### config.mk
export PLATFORM = sky130hd
export DESIGN_NAME = dmacr_top
export DESIGN_NICKNAME = d
export VERILOG_FILES = /design/src/include/dmacr_pkg.sv /design/src/verilog/dmacr_fifo.sv /design/src/verilog/dmacr_top.sv
export SDC_FILE = /design/constraint.sdc
export NUM_CORES = 2
export LEC_CHECK = 0
export ABC_CLOCK_PERIOD_IN_PS = 4300
export BUFFER_PORTS_ARGS = -buffer_cell sky130_fd_sc_hd__buf_2
export CORE_ASPECT_RATIO = 1.2
export CORE_UTILIZATION = 45
export CTS_CLUSTER_DIAMETER = 200
export DETAILED_ROUTE_END_ITERATION = 6
export HOLD_SLACK_MARGIN = 0.15
export SLEW_MARGIN = 25
export SYNTH_ARGS = -nofsm -noshare
export SYNTH_HDL_FRONTEND = slang
export SYNTH_HIERARCHICAL = 1
export SYNTH_SLANG_ARGS = --single-unit
### constraint.sdc
create_clock -name ref_clk_in -period 4.3 [get_ports ref_clk_in]
set_input_delay 0.215 -clock ref_clk_in [delete_from_list [all_inputs] [get_ports ref_clk_in]]
set_output_delay 0.215 -clock ref_clk_in [all_outputs]
set_load 0.05 [all_outputs]
### src/include/dmacr_pkg.sv
// package: dma channel control constants, states and carriers
package dmacr_pkg;
    localparam int NCH = 4;
    localparam logic [3:0][7:0] CH_PAGE = {8'h21, 8'h20, 8'h01, 8'h00};
    localparam logic [15:0] COMMON_ADDR = 16'h4000;
    localparam logic [7:0] PG_PERF = 8'h90;
    localparam logic [7:0] PG_GC0 = 8'h91;
    localparam logic [7:0] PG_GC1 = 8'h92;
    localparam logic [7:0] PG_PWR = 8'h94;
    localparam logic [3:0] BLK_MAC0 = 4'hB;
    localparam logic [3:0] BLK_MAC1 = 4'hC;
    localparam logic [7:0] OFF_CTRL = 8'h04;
    localparam logic [7:0] OFF_NEXT = 8'h08;
    localparam logic [7:0] OFF_SWPTR = 8'h0C;
    localparam logic [7:0] OFF_TALLY = 8'h1C;
    localparam int B_IE = 0;
    localparam int B_IA = 1;
    localparam int B_DC = 2;
    localparam int B_AE = 3;
    localparam int B_FE = 4;
    localparam int B_SA = 5;
    localparam int B_EN = 8;
    localparam int B_RUN = 10;
    localparam int B_WAIT = 11;
    localparam int B_RREQ = 14;
    localparam int B_RST = 15;
    localparam int PTR_LSB = 5;
    localparam int CNT_LSB = 2;
    localparam int GIE_BIT = 0;
    localparam int IRQ_BIT = 1;
    localparam int PEND_BIT = 2;
    localparam int H2C_STAT_LSB = 16;
    localparam int C2S_STAT_LSB = 24;
    localparam int CLK_HZ = 100_000_000;
    localparam int SAMPLE_S = 1;
    localparam int SAMPLE_CYC = CLK_HZ * SAMPLE_S;
    localparam int SEC_W = 27;
    localparam int FIFO_W = 32;
    localparam int FIFO_D = 32;

    typedef enum logic [2:0] {
        ST_IDLE = 3'b001,
        ST_RUN = 3'b010,
        ST_WAIT = 3'b100
    } dmacr_state_t;

    typedef struct packed {
        logic rst;
        logic rreq;
        logic en;
        logic sa;
        logic fe;
        logic ae;
        logic dc;
        logic ia;
        logic ie;
    } dmacr_ctrl_t;

    typedef struct packed {
        logic valid;
        logic write;
        logic [15:0] addr;
        logic [31:0] wdata;
    } dmacr_reg_req_t;

    typedef struct packed {
        logic [5:0] sel;
        logic valid;
        logic write;
        logic [15:0] addr;
        logic [31:0] wdata;
    } dmacr_usr_req_t;

    typedef struct packed {
        logic done;
        logic ioc;
        logic fetch_err;
        logic [31:0] next_addr;
    } dmacr_desc_rsp_t;
endpackage

### src/verilog/dmacr_fifo.sv
// module: streaming fifo with registered read data
`timescale 1ns/1ps
module dmacr_fifo #(
    parameter int W = 32,
    parameter int D = 32
) (
    input wire logic clk_in, // clock
    input wire logic rst_in, // sync reset
    input wire logic clr_in, // flush contents
    input wire logic in_valid_in, // write valid
    input wire logic [W-1:0] in_data_in, // write data
    output logic in_ready_out, // room available
    output logic out_valid_out, // head valid
    output logic [W-1:0] out_data_out, // head data
    input wire logic out_ready_in // head taken
);
    localparam int AW = $clog2(D);
    logic [W-1:0] mem [D];
    logic [AW-1:0] wp_ff, nxt_wp, rp_ff, nxt_rp;
    logic [AW:0] cnt_ff, nxt_cnt;
    logic [W-1:0] dout_ff, nxt_dout;
    logic ov_ff, nxt_ov, push, load;

    assign in_ready_out = !clr_in && cnt_ff != (AW+1)'(D);
    assign out_valid_out = ov_ff;
    assign out_data_out = dout_ff;

    always_comb begin
        push = in_valid_in && in_ready_out;
        load = cnt_ff != '0 && (!ov_ff || out_ready_in);
        nxt_wp = push ? wp_ff + 1'b1 : wp_ff;
        nxt_rp = load ? rp_ff + 1'b1 : rp_ff;
        nxt_cnt = cnt_ff + (AW+1)'(push) - (AW+1)'(load);
        nxt_dout = load ? mem[rp_ff] : dout_ff;
        nxt_ov = load || (ov_ff && !out_ready_in);
        if (clr_in) begin
            nxt_wp = '0;
            nxt_rp = '0;
            nxt_cnt = '0;
            nxt_ov = 1'b0;
        end
    end

    always_ff @(posedge clk_in) begin
        if (push) begin
            mem[wp_ff] <= in_data_in;
        end
        if (rst_in) begin
            wp_ff <= '0;
            rp_ff <= '0;
            cnt_ff <= '0;
            dout_ff <= '0;
            ov_ff <= 1'b0;
        end else begin
            wp_ff <= nxt_wp;
            rp_ff <= nxt_rp;
            cnt_ff <= nxt_cnt;
            dout_ff <= nxt_dout;
            ov_ff <= nxt_ov;
        end
    end
endmodule // dmacr_fifo

### src/verilog/dmacr_top.sv
// module: dma channel control and status registers, four engines
// ---------------------------------------------------------------
// ---------------------------------------------------------------
`timescale 1ns/1ps
module dmacr_top #(
    parameter int SAMPLE_CYCLES = dmacr_pkg::SAMPLE_CYC // cycles per sample
) (
    input wire logic ref_clk_in, // 100 MHz clock
    input wire logic rst_in, // sync reset, high
    input wire dmacr_pkg::dmacr_reg_req_t reg_req_in, // register access
    output logic rd_valid_out, // read answer strobe
    output logic [31:0] rd_data_out, // read answer data
    output dmacr_pkg::dmacr_usr_req_t usr_req_out, // user region access
    input wire logic [31:0] usr_rdata_in, // user region read data
    input wire dmacr_pkg::dmacr_desc_rsp_t [3:0] desc_rsp_in, // descriptor results
    output logic [3:0] fetch_req_out, // engine wants descriptor
    output logic [3:0][31:0] fetch_addr_out, // descriptor address
    input wire logic [3:1] xfer_beat_in, // 4-byte beat, channels 1..3
    output logic [3:0] rst_req_out, // abort and prepare request
    input wire logic [3:0] rst_ack_in, // user acknowledge
    output logic [3:0] user_rst_out, // reset to user logic
    output logic irq_out, // gated interrupt
    input wire logic h2c_valid_in, // channel 0 stream valid
    input wire logic [31:0] h2c_data_in, // channel 0 stream data
    output logic h2c_ready_out, // channel 0 stream ready
    output logic h2c_valid_out, // user stream valid
    output logic [31:0] h2c_data_out, // user stream data
    input wire logic h2c_ready_in // user stream ready
);
    import dmacr_pkg::*;

    dmacr_ctrl_t [3:0] ctrl_ff, nxt_ctrl;
    dmacr_state_t [3:0] st_ff, nxt_st;
    logic [3:0][31-PTR_LSB:0] chain_ff, nxt_chain, swp_ff, nxt_swp;
    logic [3:0] ch_hit, wr_ctl, wr_nxt, wr_sw, live, pend;
    logic [3:0] ev_dc, ev_ae, ev_fe, ev_sa, ev_ia;
    logic [SEC_W-1:0] sec_ff, nxt_sec;
    logic tick;
    logic [3:0] beat;
    logic [3:0][31-CNT_LSB:0] acc_ff, nxt_acc, cnt_ff, nxt_cnt;
    logic [3:0][1:0] samp_ff, nxt_samp;
    logic gie_ff, nxt_gie, irq_ff, nxt_irq;
    logic rdv_ff, nxt_rdv;
    logic [31:0] rdd_ff, nxt_rdd, loc_data;
    logic [5:0] usr_sel;
    logic com_hit;
    dmacr_usr_req_t usr_ff, nxt_usr;

    // ---------------------------------------------------------------
    // stream buffer, channel 0
    // ---------------------------------------------------------------
    dmacr_fifo #(
        .W(FIFO_W),
        .D(FIFO_D)
    ) i_dmacr_fifo (
        .clk_in(ref_clk_in),
        .rst_in(rst_in),
        .clr_in(ctrl_ff[0].rst),
        .in_valid_in(h2c_valid_in),
        .in_data_in(h2c_data_in),
        .in_ready_out(h2c_ready_out),
        .out_valid_out(h2c_valid_out),
        .out_data_out(h2c_data_out),
        .out_ready_in(h2c_ready_in)
    );

    // ---------------------------------------------------------------
    // engine control per channel
    // ---------------------------------------------------------------
    always_comb begin
        nxt_ctrl = ctrl_ff;
        nxt_st = st_ff;
        nxt_chain = chain_ff;
        nxt_swp = swp_ff;
        ch_hit = '0;
        wr_ctl = '0;
        wr_nxt = '0;
        wr_sw = '0;
        live = '0;
        ev_dc = '0;
        ev_ae = '0;
        ev_fe = '0;
        ev_sa = '0;
        ev_ia = '0;
        for (int c = 0; c < NCH; c++) begin
            ch_hit[c] = reg_req_in.valid && reg_req_in.addr[15:8] == CH_PAGE[c];
            wr_ctl[c] = ch_hit[c] && reg_req_in.write && reg_req_in.addr[7:0] == OFF_CTRL;
            wr_nxt[c] = ch_hit[c] && reg_req_in.write && reg_req_in.addr[7:0] == OFF_NEXT;
            wr_sw[c] = ch_hit[c] && reg_req_in.write && reg_req_in.addr[7:0] == OFF_SWPTR;
            live[c] = st_ff[c] == ST_RUN && !ctrl_ff[c].rst;
            ev_ae[c] = live[c] && desc_rsp_in[c].done && !desc_rsp_in[c].fetch_err
                && desc_rsp_in[c].next_addr[PTR_LSB-1:0] != '0;
            ev_fe[c] = live[c] && desc_rsp_in[c].done && desc_rsp_in[c].fetch_err;
            ev_dc[c] = live[c] && desc_rsp_in[c].done && !desc_rsp_in[c].fetch_err
                && !ev_ae[c] && desc_rsp_in[c].ioc;
            ev_sa[c] = wr_ctl[c] && !reg_req_in.wdata[B_EN] && st_ff[c] == ST_RUN;
            ev_ia[c] = ev_dc[c] | ev_ae[c] | ev_fe[c];
            if (wr_ctl[c]) begin
                nxt_ctrl[c].ie = reg_req_in.wdata[B_IE];
                nxt_ctrl[c].en = reg_req_in.wdata[B_EN];
                nxt_ctrl[c].rreq = reg_req_in.wdata[B_RREQ];
                nxt_ctrl[c].rst = reg_req_in.wdata[B_RST];
            end
            if (ctrl_ff[c].rreq && rst_ack_in[c]) begin
                nxt_ctrl[c].rreq = 1'b0;
            end
            nxt_ctrl[c].ia = ev_ia[c] | (ctrl_ff[c].ia & ~(wr_ctl[c] & reg_req_in.wdata[B_IA]));
            nxt_ctrl[c].dc = ev_dc[c] | (ctrl_ff[c].dc & ~(wr_ctl[c] & reg_req_in.wdata[B_DC]));
            nxt_ctrl[c].ae = ev_ae[c] | (ctrl_ff[c].ae & ~(wr_ctl[c] & reg_req_in.wdata[B_AE]));
            nxt_ctrl[c].fe = ev_fe[c] | (ctrl_ff[c].fe & ~(wr_ctl[c] & reg_req_in.wdata[B_FE]));
            nxt_ctrl[c].sa = ev_sa[c] | (ctrl_ff[c].sa & ~(wr_ctl[c] & reg_req_in.wdata[B_SA]));
            if (wr_nxt[c] && !ctrl_ff[c].en) begin
                nxt_chain[c] = reg_req_in.wdata[31:PTR_LSB];
            end
            if (wr_sw[c]) begin
                nxt_swp[c] = reg_req_in.wdata[31:PTR_LSB];
            end
            if (live[c] && desc_rsp_in[c].done && !ev_fe[c] && !ev_ae[c]) begin
                nxt_chain[c] = desc_rsp_in[c].next_addr[31:PTR_LSB];
            end
            if (ev_ae[c] || ev_fe[c]) begin
                nxt_ctrl[c].en = 1'b0;
            end
            if (ctrl_ff[c].rst) begin
                nxt_ctrl[c].en = 1'b0;
            end
            case (st_ff[c])
                ST_IDLE: begin
                    if (nxt_ctrl[c].en) begin
                        nxt_st[c] = (nxt_chain[c] == nxt_swp[c]) ? ST_WAIT : ST_RUN;
                    end
                end
                ST_RUN: begin
                    if (!nxt_ctrl[c].en) begin
                        nxt_st[c] = ST_IDLE;
                    end else if (nxt_chain[c] == nxt_swp[c]) begin
                        nxt_st[c] = ST_WAIT;
                    end
                end
                ST_WAIT: begin
                    if (!nxt_ctrl[c].en) begin
                        nxt_st[c] = ST_IDLE;
                    end else if (nxt_chain[c] != nxt_swp[c]) begin
                        nxt_st[c] = ST_RUN;
                    end
                end
                default: begin
                    nxt_st[c] = ST_IDLE;
                end
            endcase
            if (ctrl_ff[c].rst) begin
                nxt_st[c] = ST_IDLE;
            end
        end
    end

    always_ff @(posedge ref_clk_in) begin
        if (rst_in) begin
            ctrl_ff <= '0;
            st_ff <= '{default: ST_IDLE};
            chain_ff <= '0;
            swp_ff <= '0;
        end else begin
            ctrl_ff <= nxt_ctrl;
            st_ff <= nxt_st;
            chain_ff <= nxt_chain;
            swp_ff <= nxt_swp;
        end
    end

    always_comb begin
        for (int c = 0; c < NCH; c++) begin
            fetch_req_out[c] = live[c];
            fetch_addr_out[c] = {chain_ff[c], {PTR_LSB{1'b0}}};
            rst_req_out[c] = ctrl_ff[c].rreq;
            user_rst_out[c] = ctrl_ff[c].rst;
            pend[c] = ctrl_ff[c].ie & ctrl_ff[c].ia;
        end
    end

    // ---------------------------------------------------------------
    // one-second byte tally
    // ---------------------------------------------------------------
    always_comb begin
        tick = sec_ff == SEC_W'(SAMPLE_CYCLES - 1);
        nxt_sec = tick ? '0 : sec_ff + 1'b1;
        beat = {xfer_beat_in, h2c_valid_out & h2c_ready_in};
        nxt_cnt = cnt_ff;
        for (int c = 0; c < NCH; c++) begin
            if (tick) begin
                nxt_cnt[c] = acc_ff[c] + (32-CNT_LSB)'(beat[c]);
                nxt_acc[c] = '0;
            end else begin
                nxt_acc[c] = acc_ff[c] + (32-CNT_LSB)'(beat[c]);
            end
            nxt_samp[c] = samp_ff[c] + 2'(tick);
        end
    end

    always_ff @(posedge ref_clk_in) begin
        if (rst_in) begin
            sec_ff <= '0;
            acc_ff <= '0;
            cnt_ff <= '0;
            samp_ff <= '0;
        end else begin
            sec_ff <= nxt_sec;
            acc_ff <= nxt_acc;
            cnt_ff <= nxt_cnt;
            samp_ff <= nxt_samp;
        end
    end

    // ---------------------------------------------------------------
    // read path, common register, user routing
    // ---------------------------------------------------------------
    always_comb begin
        usr_sel = {reg_req_in.addr[15:12] == BLK_MAC1, reg_req_in.addr[15:12] == BLK_MAC0,
            reg_req_in.addr[15:8] == PG_PWR, reg_req_in.addr[15:8] == PG_GC1,
            reg_req_in.addr[15:8] == PG_GC0, reg_req_in.addr[15:8] == PG_PERF};
        com_hit = reg_req_in.valid && reg_req_in.addr == COMMON_ADDR;
        loc_data = '0;
        for (int c = 0; c < NCH; c++) begin
            if (ch_hit[c]) begin
                case (reg_req_in.addr[7:0])
                    OFF_CTRL: begin
                        loc_data[B_IE] = ctrl_ff[c].ie;
                        loc_data[B_IA] = ctrl_ff[c].ia;
                        loc_data[B_DC] = ctrl_ff[c].dc;
                        loc_data[B_AE] = ctrl_ff[c].ae;
                        loc_data[B_FE] = ctrl_ff[c].fe;
                        loc_data[B_SA] = ctrl_ff[c].sa;
                        loc_data[B_EN] = ctrl_ff[c].en;
                        loc_data[B_RUN] = st_ff[c] == ST_RUN;
                        loc_data[B_WAIT] = st_ff[c] == ST_WAIT;
                        loc_data[B_RREQ] = ctrl_ff[c].rreq;
                        loc_data[B_RST] = ctrl_ff[c].rst;
                    end
                    OFF_NEXT: begin
                        loc_data = {chain_ff[c], {PTR_LSB{1'b0}}};
                    end
                    OFF_SWPTR: begin
                        loc_data = {swp_ff[c], {PTR_LSB{1'b0}}};
                    end
                    OFF_TALLY: begin
                        loc_data = {cnt_ff[c], samp_ff[c]};
                    end
                    default: begin
                        loc_data = '0;
                    end
                endcase
            end
        end
        if (com_hit) begin
            loc_data[GIE_BIT] = gie_ff;
            loc_data[IRQ_BIT] = irq_ff;
            loc_data[PEND_BIT] = |pend;
            loc_data[H2C_STAT_LSB +: 2] = pend[1:0];
            loc_data[C2S_STAT_LSB +: 2] = pend[3:2];
        end
        nxt_gie = (com_hit && reg_req_in.write) ? reg_req_in.wdata[GIE_BIT] : gie_ff;
        nxt_irq = gie_ff && |pend;
        nxt_usr.sel = usr_sel;
        nxt_usr.valid = reg_req_in.valid && |usr_sel;
        nxt_usr.write = reg_req_in.write;
        nxt_usr.addr = reg_req_in.addr;
        nxt_usr.wdata = reg_req_in.wdata;
        nxt_rdv = 1'b0;
        nxt_rdd = rdd_ff;
        if (usr_ff.valid && !usr_ff.write) begin
            nxt_rdv = 1'b1;
            nxt_rdd = usr_rdata_in;
        end else if (reg_req_in.valid && !reg_req_in.write && !(|usr_sel)) begin
            nxt_rdv = 1'b1;
            nxt_rdd = loc_data;
        end
    end

    always_ff @(posedge ref_clk_in) begin
        if (rst_in) begin
            gie_ff <= 1'b0;
            irq_ff <= 1'b0;
            usr_ff <= '0;
            rdv_ff <= 1'b0;
            rdd_ff <= '0;
        end else begin
            gie_ff <= nxt_gie;
            irq_ff <= nxt_irq;
            usr_ff <= nxt_usr;
            rdv_ff <= nxt_rdv;
            rdd_ff <= nxt_rdd;
        end
    end

    assign usr_req_out = usr_ff;
    assign rd_valid_out = rdv_ff;
    assign rd_data_out = rdd_ff;
    assign irq_out = irq_ff;
endmodule // dmacr_top

==> flow_metrics.tcl <==
set metrics [dict create \
    fill_cells 13000 \
    hold_path_class "input port to flop" \
    status "finished clean" \
    grt_max_degree 169 \
    ys_seq_area_share_pct 63.0 \
    timing.setup.tns_ps 0 \
    grt.busiest_layer "met2" \
    grt_use_met2_pct 48.4 \
    synth_fa_ha_area_share_pct 0.522 \
    yosys_register_bits 1703 \
    setup_viol 0 \
    routed_wl_um 243000 \
    cp_max_fo 14 \
    drt_pass1_iterations 6 \
    power_frac_clock_pct 37.4 \
    gr-usage-met3_pct 5.69 \
    stdcell_count 8422 \
    reg2reg_slack_ps 780 \
    cts_htree_levels 4 \
    syn_avg_cell_area_um2 13.1 \
    cts_resized 0 \
    pwr-share-comb_pct 17.1 \
    p_per_area_nw_per_um2 467 \
    use_met1_pct 37.1 \
    design_area_um2 84900 \
    end_kind "flop" \
    synth_cell_types 70 \
    hold_end "rd_data_out[9]" \
    timing.fmax_mhz 253 \
    clkTransAtPathRegs_ps 60 \
    worstMarginPinSlew_ps 1120 \
    nets 6489 \
    syn_area_um2 70400 \
    ant_nets 0 \
    post-cts-setup-buffers 0 \
    cts_tree "yes" \
    grt_remaining_overflow 0 \
    synth_top_family_by_area "multiplexers" \
    cts_buffer_depth 3 \
    antenna_found_initial 13 \
    clock-sinks 1703 \
    regArea_um2 44400 \
    hold_depth 4 \
    drv_cap 0 \
    drv_slew 0 \
    crit_required_ps 5060 \
    place_congestion 1.01 \
    avgRoutedWirePerCell_um 28.8 \
    layout-drive-gt1-share_pct 20.4 \
    clk_latency_ps 840 \
    cts_hold_buf 338 \
    power_switching_w 0.0108 \
    die_w_um 363 \
    pin_count 529 \
    yosysTopAreaCell "edfxtp_1" \
    async_flop_share_pct 0 \
    finalClockSkew_ps 35.5 \
    period_share_pct 91.7 \
    period_needed_ps 3950 \
    power.internal_w 0.0288 \
    core_area_um2 155000 \
    chipHeight_um 435 \
    seqPwrFrac_pct 45.4 \
    reg2reg_from "i_dmacr_fifo/cnt_ff[2]" \
    synthXorXnorAreaFrac_pct 3.30 \
    synth_area_leaders "edfxtp_1 44%, dfxtp_1 19%, mux4_2 5.6%, mux2i_1 4.0%, nor2_1 3.8%" \
    cts_buffers 170 \
    cp.arrival_ps 4700 \
    p_total_w 0.0397 \
    synthSimpleGateAreaFrac_pct 9.82 \
    synth_edf_count 1024 \
    vias_per_cell 5.86 \
    num_vias 49400 \
    multiInputGateArea_um2 24500 \
    reg2reg_depth 7 \
    max-vdd-ir-drop_mv 0.457 \
    yosys_warnings 6 \
    dp_hpwl_um 160000 \
    first_iter_violations 5126 \
    hold_start "usr_rdata_in[9]" \
    p_sw_share_pct 27.3 \
    criticalPathCategory "input port to flop" \
    syn-instance-count 5394 \
    io_buffers 508 \
    grt_pass1_vias 48600 \
    r2r-end "i_dmacr_fifo/mem[24][11]" \
    area.growth.synth_to_final_pct 20.6 \
    yosysTopAreaCellShare_pct 43.7 \
    synth_mux_area_share_pct 11.5 \
    synth_compound_area_share_pct 9.03 \
    hold_viol 0 \
    grt_usage_pct 30.2 \
    place_area_um2 76000 \
    root_buffer "clkbuf_16" \
    start_util_pct 45.4 \
    grt_first_pass_wirelength_um 344000 \
    crit_path_start_kind "input port" \
    rows 158 \
    place_inst 7766 \
    p_leak_nw 29.3 \
    drc 0 \
    dieArea_um2 158000 \
    setup.worst_path.start "reg_req_in[35]" \
    grt_setup_unrepaired "no" \
    ys.flop_type "edfxtp_1" \
    relSlewSlack_pct 24.3 \
]
==> stage by stage <==
stage	hold slack (ps)	utilization (%)	worst slack, ps
after floorplan	314	-	1060
after global placement	443	49.0	205
after detailed placement	431	49.1	247
after CTS	152	54.8	562
after global routing	210	54.8	272
final	204	54.8	355
==> cells in the mapped netlist (62+ instances only) <==
| master | n |
|---|---|
| nand3_1 | 161 |
| a21oi_1 | 152 |
| nor2_1 | 714 |
| o22ai_1 | 89 |
| xor2_1 | 117 |
| mux2_2 | 82 |
| nor2b_1 | 194 |
| edfxtp_1 | 1024 |
| mux2i_1 | 282 |
| a31oi_1 | 111 |
| mux4_2 | 176 |
| nand2_1 | 138 |
| clkbuf_1 | 295 |
| o21ai_0 | 155 |
| a211oi_1 | 121 |
| dfxtp_1 | 679 |
| a22o_1 | 62 |
| a22oi_1 | 136 |
| xnor2_1 | 148 |
==> cell usage in the layout (no fill, tap or decap), drive strengths merged, types with 7 or more instances in the layout <==
cell         Yosys  final
nor3            24     24
nor2b          194    194
a211oi         121    121
clkinv           0     57
and3            46     46
a221oi          20     20
and2            17     17
nor3b            7      7
a22oi          136    136
nand2          138    138
a22o            62     62
clkbuf         295    235
a31oi          111    111
mux2            82     82
o21ai          156    156
a21oi          152    152
nor4            34     34
dfxtp          679    679
a2111oi         38     38
edfxtp        1024   1024
and4            14     14
nand3b           8      8
o221ai          32     32
inv             31     37
conb             1     20
mux4           192    192
xnor2          148    148
ha              27     27
bufinv           0     10
nor2           719    719
nand4           59     59
xor2           117    117
o22ai           89     89
dlygate4sd3      0    338
buf            121    689
nand3          161    161
mux2i          282    282
==> final cells by class <==
type / count / area share [%]
tap: 2080 / 3.06
antenna: 6 / 0.0177
timing repair buffer: 1027 / 9.16
sequential: 1703 / 52.2
inverter: 31 / 0.137
multi-input combinational: 3263 / 28.9
clock buffer: 235 / 5.61
clock inverter: 77 / 0.898
==> per-layer routing <==
metal	up-vias	share of wire, %
li1	21900	-
met1	24800	38
met2	2185	47
met3	531	7.4
met4	16	7.6
met5	-	0.034
==> critical path, stage by stage <==
cell	delay, ps
dlygate4sd3_1	510
buf_2	270
nor4bb_1	600
nand3_1	490
nor2_4	640
buf_4	320
mux2i_1	290
xor2_1	210
nand4_1	200
nor4_1	620
and4_1	290
==> flip-flops by register name (all words and copies together) (netlist names), 32 cells and up <==
| register | flops |
|---|---|
| fetch_addr_out | 108 |
| usr_req_out | 56 |
| i_dmacr_fifo/mem | 1024 |
| i_dmacr_fifo/out_data_out | 32 |
| acc_ff | 120 |
| swp_ff | 108 |
| rd_data_out | 32 |
| cnt_ff | 120 |
==> power groups by stage <==
| stage | sequential [W] | clock, W | combinational (W) |
|---|---|---|---|
| after floorplan | 0.0188 | 0 | 0.00403 |
| after global placement | 0.0184 | 0 | 0.00660 |
| after detailed placement | 0.0184 | 0 | 0.00664 |
| after CTS | 0.0180 | 0.0151 | 0.00686 |
| after global routing | 0.0181 | 0.0157 | 0.00717 |
| final | 0.0180 | 0.0148 | 0.00679 |
==> cells by family (layout without fill, tap and decap cells) <==
group,after synthesis,count (layout)
flops,1703,1703
mux,556,556
buf+inv,447,1370
simple gates,1456,1456
compound gates,937,937
other cells,1,26
fa+ha+maj,29,29
xor+xnor,265,265
==> how the worst max path moves through the flow <==
stage                              end  slack (ps)  cells after the start
5_1_grt                       st_ff[8]         270                     11
3_5_place_dp                  st_ff[8]         250                     10
3_3_place_gp                  st_ff[8]         200                     10
2_1_floorplan  i_dmacr_fifo/mem[31][0]        1060                      6
6_report                      st_ff[8]         350                     11
4_1_cts                       st_ff[8]         560                     11
Power figures use the tool's default switching activity.
